File: config.mk
export PLATFORM = sky130hd
export DESIGN_NAME = rso_regs
export DESIGN_NICKNAME = d
export VERILOG_FILES = /design/src/hw/rso_pkg.sv /design/src/hw/rso_regs.sv
export SDC_FILE = /design/constraint.sdc
export NUM_CORES = 1
export LEC_CHECK = 0
export ABC_AREA = 1
export CAP_MARGIN = 10
export CORE_MARGIN = 2
export CORE_UTILIZATION = 33
export DETAILED_ROUTE_END_ITERATION = 10
export DONT_BUFFER_PORTS = 1
export PLACE_DENSITY_LB_ADDON = 0.1
export SLEW_MARGIN = 15
export SYNTH_ARGS = -nofsm -noshare
export SYNTH_HDL_FRONTEND = slang
export SYNTH_SLANG_ARGS = --single-unit
File: constraint.sdc
create_clock -name clk -period 7.7 [get_ports clk]
set_input_delay 2.31 -clock clk [delete_from_list [all_inputs] [get_ports clk]]
set_output_delay 2.31 -clock clk [all_outputs]
set_load 0.05 [all_outputs]
File: src/hw/rso_pkg.sv
// Package for the radio status and observation register bank.
// Notes on behaviour
// - Power field bits 2:1 picks -18, -12, -6 or 0 dBm; resets to 11.
// - Status byte shifts out on MISO while any command byte shifts in.
// - Receive-ready flag, bit 6, sets when a payload enters the queue.
// - Event flags clear only when the host writes one to their bit.
// - Sent flag, bit 5, sets on transmit, or on acknowledge if enabled.
// - Retry-limit flag, bit 4, sets at max retries and suspends traffic.
// - Bits 3:1 give head pipe; 110 unused, 111 empty; resets to 111.
// - Bit 0 is read-only and high while the transmit queue is full.
// - Lost packet count in observe bits 7:4 saturates at 15.
// - Any write to the channel register clears the lost packet count.
// - Retry count in bits 3:0 clears when a new packet starts.
// - Power detector is read-only bit 0; bits 7:1 read zero.
// - Pipe-0 address holds five bytes, least significant byte first.
// - Width code 01, 10, 11 means 3, 4, 5 bytes; low bytes used.
package rso_pkg;

  // Register offsets.
  localparam logic [4:0] RSO_REG_AW      = 5'h03;
  localparam logic [4:0] RSO_REG_CHANNEL = 5'h05;
  localparam logic [4:0] RSO_REG_RF      = 5'h06;
  localparam logic [4:0] RSO_REG_STATUS  = 5'h07;
  localparam logic [4:0] RSO_REG_OBSERVE = 5'h08;
  localparam logic [4:0] RSO_REG_POWER   = 5'h09;
  localparam logic [4:0] RSO_REG_P0ADDR  = 5'h0a;

  // Command byte layout: 000a_aaaa reads, 001a_aaaa writes a register.
  localparam logic [1:0] RSO_CMD_REGOP   = 2'h0;
  localparam int         RSO_CMD_WR_BIT  = 5;

  // Status field positions.
  localparam int RSO_ST_RXRDY = 6;
  localparam int RSO_ST_SENT  = 5;
  localparam int RSO_ST_RETRY = 4;

  // Reset values.
  localparam logic [1:0]  RSO_PWR_RST     = 2'h3;
  localparam logic [6:0]  RSO_CHANNEL_RST = 7'h02;
  localparam logic [1:0]  RSO_AW_RST      = 2'h3;
  localparam logic [2:0]  RSO_PIPE_EMPTY  = 3'h7;
  localparam logic [39:0] RSO_P0ADDR_RST  = 40'he7e7e7e7e7;
  localparam logic [3:0]  RSO_CNT_MAX     = 4'hf;
  localparam logic [2:0]  RSO_MAX_BYTES   = 3'h5;

  typedef enum logic [2:0] {
    RSO_IDLE = 3'b001,
    RSO_CMD  = 3'b010,
    RSO_DATA = 3'b100
  } rso_phase_t;

  // Events and levels from the packet engine, on the core clock.
  typedef struct packed {
    logic       rx_stored;
    logic [2:0] head_pipe;
    logic       tx_done;
    logic       ack_received;
    logic       auto_ack_on;
    logic       retry_limit_hit;
    logic       tx_queue_full;
    logic       packet_lost;
    logic       retransmit;
    logic       new_packet;
    logic       power_detect;
  } rso_radio_evt_t;

  // Settings handed to the radio.
  typedef struct packed {
    logic [1:0]  tx_power_level;
    logic [6:0]  channel_select;
    logic [1:0]  address_width_setting;
    logic [39:0] pipe0_receive_address;
    logic        comm_suspend;
  } rso_cfg_t;

  typedef struct packed {
    logic        sck_s1, sck_s2, sck_d;
    logic        csn_s1, csn_s2;
    logic        mosi_s1, mosi_s2;
    rso_phase_t  phase;
    logic [2:0]  bit_cnt;
    logic [7:0]  rx_sh;
    logic [7:0]  tx_sh;
    logic        reg_cmd;
    logic        is_write;
    logic [4:0]  reg_addr;
    logic [2:0]  byte_idx;
    logic        miso;
    logic        miso_oe;
    rso_cfg_t    cfg;
    logic        rx_ready_flag;
    logic        tx_sent_flag;
    logic        retry_limit_flag;
    logic [2:0]  rx_pipe;
    logic        tx_full;
    logic [3:0]  lost_packet_count;
    logic [3:0]  retry_count;
    logic        received_power_flag;
  } rso_state_t;

  localparam rso_state_t RSO_STATE_RST = '{
    csn_s1: 1'b1, csn_s2: 1'b1, phase: RSO_IDLE, rx_pipe: RSO_PIPE_EMPTY,
    cfg: '{tx_power_level: RSO_PWR_RST, channel_select: RSO_CHANNEL_RST,
           address_width_setting: RSO_AW_RST,
           pipe0_receive_address: RSO_P0ADDR_RST, comm_suspend: 1'b0},
    default: '0};

endpackage : rso_pkg

File: src/hw/rso_regs.sv
// Serial register bank with status, observe counters and pipe-0 address.
`timescale 1ns/10ps
module rso_regs
  import rso_pkg::*;
(
  // Core clock and reset
  input  wire logic                    clk,
  input  wire logic                    sys_rst,
  // Serial link from the host
  input  wire logic                    spi_sck,
  input  wire logic                    spi_csn_n,
  input  wire logic                    spi_mosi,
  output logic                         spi_miso,
  output logic                         spi_miso_oe,
  // Packet engine side
  input  rso_pkg::rso_radio_evt_t      radio_evt,
  output rso_pkg::rso_cfg_t            radio_cfg
);
  import rso_pkg::*;

  rso_state_t  state_r;
  rso_state_t  state_nxt;
  logic        sck_rise;
  logic        sck_fall;
  logic        byte_done;
  logic        wr_now;
  logic        chan_wr;
  logic        stat_wr;
  logic [7:0]  in_byte;
  logic [7:0]  clr_mask;
  logic [7:0]  rd_data;
  logic [2:0]  addr_bytes;
  logic [7:0]  st_now;

  // Width code 00 is illegal; it is handled like five bytes.
  function automatic logic [2:0] rso_width(input logic [1:0] aw);
    rso_width = (aw == 2'h0) ? RSO_MAX_BYTES : {1'b0, aw} + 3'h2;
  endfunction : rso_width

  function automatic logic [7:0] rso_status(input rso_state_t s);
    rso_status = {1'b0, s.rx_ready_flag, s.tx_sent_flag, s.retry_limit_flag,
                  s.rx_pipe, s.tx_full};
  endfunction : rso_status

  // Read mux; single-byte registers answer only on their first data byte.
  function automatic logic [7:0] rso_read(input rso_state_t s,
                                          input logic [2:0] nbytes);
    rso_read = 8'h00;
    if (s.reg_addr == RSO_REG_P0ADDR)
    begin
      if (s.byte_idx < nbytes)
      begin
        rso_read = s.cfg.pipe0_receive_address[{s.byte_idx, 3'h0} +: 8];
      end
    end
    else if (s.byte_idx == 3'h0)
    begin
      unique case (s.reg_addr)
        RSO_REG_AW:      rso_read = {6'h00, s.cfg.address_width_setting};
        RSO_REG_CHANNEL: rso_read = {1'b0, s.cfg.channel_select};
        RSO_REG_RF:      rso_read = {5'h00, s.cfg.tx_power_level, 1'b0};
        RSO_REG_STATUS:  rso_read = rso_status(s);
        RSO_REG_OBSERVE: rso_read = {s.lost_packet_count, s.retry_count};
        RSO_REG_POWER:   rso_read = {7'h00, s.received_power_flag};
        default:         rso_read = 8'h00;
      endcase
    end
  endfunction : rso_read

  always_comb
  begin
    state_nxt = state_r;
    // Pins are asynchronous to clk, so each passes two flops first.
    state_nxt.sck_s1  = spi_sck;
    state_nxt.sck_s2  = state_r.sck_s1;
    state_nxt.sck_d   = state_r.sck_s2;
    state_nxt.csn_s1  = spi_csn_n;
    state_nxt.csn_s2  = state_r.csn_s1;
    state_nxt.mosi_s1 = spi_mosi;
    state_nxt.mosi_s2 = state_r.mosi_s1;

    sck_rise   = state_r.sck_s2 & ~state_r.sck_d;
    sck_fall   = ~state_r.sck_s2 & state_r.sck_d;
    in_byte    = {state_r.rx_sh[6:0], state_r.mosi_s2};
    byte_done  = sck_rise & (state_r.bit_cnt == 3'h7) & ~state_r.csn_s2 &
                 (state_r.phase != RSO_IDLE);
    wr_now     = byte_done & (state_r.phase == RSO_DATA) &
                 state_r.reg_cmd & state_r.is_write;
    chan_wr    = wr_now & (state_r.reg_addr == RSO_REG_CHANNEL) &
                 (state_r.byte_idx == 3'h0);
    stat_wr    = wr_now & (state_r.reg_addr == RSO_REG_STATUS) &
                 (state_r.byte_idx == 3'h0);
    clr_mask   = stat_wr ? in_byte : 8'h00;
    addr_bytes = rso_width(state_r.cfg.address_width_setting);
    st_now     = rso_status(state_r);
    rd_data    = (state_r.reg_cmd & ~state_r.is_write) ?
                 rso_read(state_r, addr_bytes) : 8'h00;

    state_nxt.tx_full = radio_evt.tx_queue_full;
    state_nxt.rx_pipe = radio_evt.head_pipe;
    state_nxt.received_power_flag = radio_evt.power_detect;

    // write-one clear
    // A new event in the clearing cycle wins, so no event is lost.
    // receive-ready set
    state_nxt.rx_ready_flag = (state_r.rx_ready_flag &
                               ~clr_mask[RSO_ST_RXRDY]) | radio_evt.rx_stored;
    state_nxt.tx_sent_flag = (state_r.tx_sent_flag & ~clr_mask[RSO_ST_SENT]) |
                             (radio_evt.auto_ack_on ? radio_evt.ack_received
                                                    : radio_evt.tx_done);
    state_nxt.retry_limit_flag = (state_r.retry_limit_flag &
                                  ~clr_mask[RSO_ST_RETRY]) |
                                 radio_evt.retry_limit_hit;
    state_nxt.cfg.comm_suspend = state_nxt.retry_limit_flag;

    // channel write clears
    // The host clear wins over a loss counted in the same cycle.
    if (chan_wr)
    begin
      state_nxt.lost_packet_count = 4'h0;
    end
    else if (radio_evt.packet_lost &&
             state_r.lost_packet_count != RSO_CNT_MAX)
    begin
      state_nxt.lost_packet_count = state_r.lost_packet_count + 4'h1;
    end

    if (radio_evt.new_packet)
    begin
      state_nxt.retry_count = 4'h0;
    end
    else if (radio_evt.retransmit && state_r.retry_count != RSO_CNT_MAX)
    begin
      state_nxt.retry_count = state_r.retry_count + 4'h1;
    end

    if (wr_now)
    begin
      if (state_r.reg_addr == RSO_REG_P0ADDR)
      begin
        if (state_r.byte_idx < addr_bytes)
        begin
          state_nxt.cfg.pipe0_receive_address[{state_r.byte_idx, 3'h0} +: 8]
            = in_byte;
        end
      end
      else if (state_r.byte_idx == 3'h0)
      begin
        if (state_r.reg_addr == RSO_REG_CHANNEL)
        begin
          state_nxt.cfg.channel_select = in_byte[6:0];
        end
        if (state_r.reg_addr == RSO_REG_AW)
        begin
          state_nxt.cfg.address_width_setting = in_byte[1:0];
        end
        if (state_r.reg_addr == RSO_REG_RF)
        begin
          state_nxt.cfg.tx_power_level = in_byte[2:1];
        end
      end
    end

    unique case (state_r.phase)
      RSO_IDLE:
      begin
        if (!state_r.csn_s2)
        begin
          state_nxt.phase   = RSO_CMD;
          state_nxt.bit_cnt = 3'h0;
          state_nxt.miso    = st_now[7];
          state_nxt.tx_sh   = {st_now[6:0], 1'b0};
          state_nxt.miso_oe = 1'b1;
        end
      end
      RSO_CMD, RSO_DATA:
      begin
        if (state_r.csn_s2)
        begin
          state_nxt.phase   = RSO_IDLE;
          state_nxt.miso    = 1'b0;
          state_nxt.miso_oe = 1'b0;
        end
        else
        begin
          if (sck_rise)
          begin
            state_nxt.rx_sh   = in_byte;
            state_nxt.bit_cnt = state_r.bit_cnt + 3'h1;
          end
          if (byte_done && state_r.phase == RSO_CMD)
          begin
            state_nxt.phase    = RSO_DATA;
            state_nxt.reg_cmd  = (in_byte[7:6] == RSO_CMD_REGOP);
            state_nxt.is_write = in_byte[RSO_CMD_WR_BIT];
            state_nxt.reg_addr = in_byte[4:0];
            state_nxt.byte_idx = 3'h0;
          end
          else if (byte_done && state_r.byte_idx != 3'h7)
          begin
            state_nxt.byte_idx = state_r.byte_idx + 3'h1;
          end
          // Mode 0: the next bit is put out on the falling edge.
          if (sck_fall)
          begin
            if (state_r.bit_cnt == 3'h0)
            begin
              state_nxt.miso  = rd_data[7];
              state_nxt.tx_sh = {rd_data[6:0], 1'b0};
            end
            else
            begin
              state_nxt.miso  = state_r.tx_sh[7];
              state_nxt.tx_sh = {state_r.tx_sh[6:0], 1'b0};
            end
          end
        end
      end
      default:
      begin
        state_nxt.phase = RSO_IDLE;
      end
    endcase
  end

  always_ff @(posedge clk)
  begin
    if (sys_rst)
    begin
      state_r <= RSO_STATE_RST;
    end
    else
    begin
      state_r <= state_nxt;
    end
  end

  assign spi_miso    = state_r.miso;
  assign spi_miso_oe = state_r.miso_oe;
  assign radio_cfg   = state_r.cfg;
endmodule : rso_regs

==> impl_metrics.py <==
metrics = {
    "outcome": {
        "status": "finished, final reports clean",
    },
    "synth": {
        "synthFlopType": "dfxtp_1",
        "synthesis.nets": 852,
        "synth_cells": 820,
        "synth.most_common_cell": "nand2_1",
        "synth_top_area_share_pct": 37.2,
        "async_flop_share_pct": 0,
        "synth-edff-count": 0,
        "ys_top_cells_by_count": "208 x nand2_1, 106 x dfxtp_1, 81 x a21oi_1, 68 x inv_1, 61 x nor2_1",
        "synth_largest_area_cell": "dfxtp_1",
        "avgSynthCellArea_um2": 6.96,
        "synth.area.top_cells": "dfxtp_1 37%, nand2_1 14%, a21oi_1 7.1%",
        "netlist_area_um2": 5710,
        "synthDistinctLibCells": 38,
        "yosysWarnings": 0,
        "synth-seq-area-share_pct": 37.2,
        "synth-seq-cells": 106,
    },
    "sta": {
        "final_hold_viol_count": 0,
        "slew_headroom_pct": 40.1,
        "fmaxAchievable_mhz": 294,
        "fin_crit_ns": 3.40,
        "tightest_slew_ns": 0.896,
        "finalSetupViolCount": 0,
        "min_period_over_period_pct": 44.1,
        "slew_viol_final": 0,
        "setup-tns-final_ns": 0,
        "skew_ns": 0.00844,
        "rsz0062_at_grt": "false",
    },
    "die": {
        "core_um2": 17100,
        "die_area_um2": 18400,
        "die_y_um": 136,
        "fp.dieW_um": 136,
        "ios": 72,
        "fp-row-count": 48,
        "initial_utilization_pct": 33.3,
    },
    "placed_design": {
        "placedCellCount": 968,
        "placed_area_um2": 5500,
        "gp_congestion": 0.872,
        "place_hpwl_mm": 12.3,
        "portBuffers": 0,
    },
    "power_and_ir_drop": {
        "switching_power_uw": 238,
        "leakage_uw": 0.00246,
        "p_seq_share_pct": 54.9,
        "p_clk_share_pct": 42.9,
        "combinationalPowerShare_pct": 2.3,
        "p_int_uw": 791,
        "power_density_nw_per_um2": 178,
        "max-vdd-ir-drop_uv": 103,
        "sw_frac_of_total_pct": 23.1,
    },
    "finish": {
        "design_area_um2": 5770,
        "nets": 786,
        "fin_util_pct": 33.7,
        "layout-area-overhead-vs-synth_pct": 1.14,
        "instances_no_fill": 983,
        "num_antenna_cells": 0,
        "drive_above_1_share_pct": 8.84,
    },
    "setup_path": {
        "critPathCaptureType": "output port",
        "arrival_ns": 1.09,
        "critPathRequiredTime_ns": 5.39,
        "crit_start": "radio_cfg[42]$_SDFFE_PP1P_",
        "path_max_fanout": 5,
        "critPathKind": "reg2out",
        "r2r_start": "state_r[70]$_SDFFE_PP0P_",
        "crit_path_start_kind": "flop",
    },
    "drt": {
        "final_antenna_net_count": 0,
        "routed_via_density": 5.07,
        "drt_first_pass_iters": 5,
        "drc_errors": 0,
        "routedWlPerCell_um": 17.3,
        "postRouteWirelength_mm": 17.0,
        "dr_total_vias": 4985,
        "drt_iter0_drc": 313,
    },
    "grt": {
        "grt_overflow": 0,
        "grt_use_total_pct": 19.1,
        "grt_pass1_wl_mm": 26.7,
        "grt_start_max_net_pins": 49,
        "first_global_vias": 4797,
        "antenna_found_initial": 0,
    },
    "clocking": {
        "clk_latency_ns": 0.36,
        "clk_pin_slew_worst_paths_ns": 0.07,
        "postCtsHoldBufs": 0,
        "htreeDepth": 3,
        "cts-root-buf": "clkbuf_16",
        "post_cts_buffers": 0,
        "cts.path.max_buffers": 2,
        "numCtsBuffers": 9,
        "clkSinkCount": 106,
        "cts_resized": 0,
        "cts_tree": "built",
    },
    "hold_path": {
        "hp-start": "state_nxt[107]$_SDFF_PP0_",
        "hold_class": "reg2reg",
    },
    "run": {
        "drv_cap": 0,
    },
}
area by class of cell:
| cell class | instances | area (um^2) |
|---|---|---|
| Timing Repair Buffer | 3 | 22.5 |
| Inverter | 84 | 315 |
| Fill cell | 1895 | 11300 |
| Clock inverter | 4 | 28.8 |
| Sequential cell | 106 | 2120 |
| Multi-Input combinational cell | 550 | 2760 |
| Tap cell | 225 | 282 |
| Clock buffer | 11 | 243 |
routing by layer:
| metal | up-vias | track usage (%) | part of all wire [%] |
|---|---|---|---|
| met4 | 0 | 5.79 | 2.1 |
| li1 | 2491 | - | - |
| met5 | - | 0 | 0 |
| met2 | 148 | 31.5 | 46 |
| met1 | 2322 | 24.8 | 45 |
| met3 | 24 | 4.60 | 6.5 |
through the flow:
stage	hold slack [ns]	setup WS (ns)	total power [uW]
5_1_grt	0.419	4.22	1070
3_3_place_gp	0.396	4.11	600
2_1_floorplan	0.388	4.61	597
3_5_place_dp	0.395	4.05	601
6_report	0.402	4.30	1030
4_1_cts	0.405	4.27	1050
power by group through the flow:
stage / Combinational (uW) / Clock [uW] / Sequential [uW]
2_1_floorplan: 23.2 / 0 / 573
4_1_cts: 23.9 / 457 / 564
3_3_place_gp: 22.9 / 0 / 577
3_5_place_dp: 23.7 / 0 / 577
5_1_grt: 27.4 / 477 / 565
6_report: 23.6 / 441 / 564
placed cells by master, fill, tap and decap left out, drive strengths merged:
| cell type | Yosys | final |
|---|---|---|
| o22ai | 1 | 1 |
| nand4 | 8 | 8 |
| a221oi | 1 | 1 |
| nor3 | 21 | 21 |
| nor4 | 3 | 3 |
| o31ai | 2 | 2 |
| inv | 82 | 82 |
| dfxtp | 106 | 106 |
| clkinvlp | 0 | 2 |
| xor2 | 1 | 1 |
| ha | 14 | 14 |
| clkinv | 2 | 4 |
| nand3 | 56 | 56 |
| nor2 | 67 | 67 |
| a21oi | 83 | 83 |
| o211ai | 17 | 17 |
| clkbuf | 19 | 11 |
| nand2 | 212 | 212 |
| buf | 61 | 3 |
| o21ai | 54 | 54 |
| mux2i | 1 | 1 |
| a31oi | 1 | 1 |
| a211oi | 2 | 2 |
| or2 | 6 | 6 |
registers in the layout, summed over array words and instances (netlist names):
register	flops
state_r	34
in_byte	8
spi_miso_oe	1
spi_miso	1
state_nxt	4
radio_cfg	51
st_now	7
kinds of logic after synthesis:
kind of cell / count (synthesis) / synth area share [%]
flops: 106 / 37.2
buf+inv: 164 / 14.5
mux: 1 / 0.175
compound gates: 161 / 16.5
xor+xnor: 1 / 0.153
fa+ha+maj: 14 / 3.07
simple gates: 373 / 28.5
worst paths after layout:
path | cells after the start | slack [ns] | end
worst min register to register | 2 | 0.40 | state_nxt[106]$_SDFF_PP0_
worst min-delay path | 2 | 0.40 | state_nxt[106]$_SDFF_PP0_
worst max register to register | 10 | 4.54 | radio_cfg[37]$_SDFFE_PP0P_
worst max-delay path | 0 | 4.30 | radio_cfg[42]
Note: power is estimated with default switching activity, not from simulation.
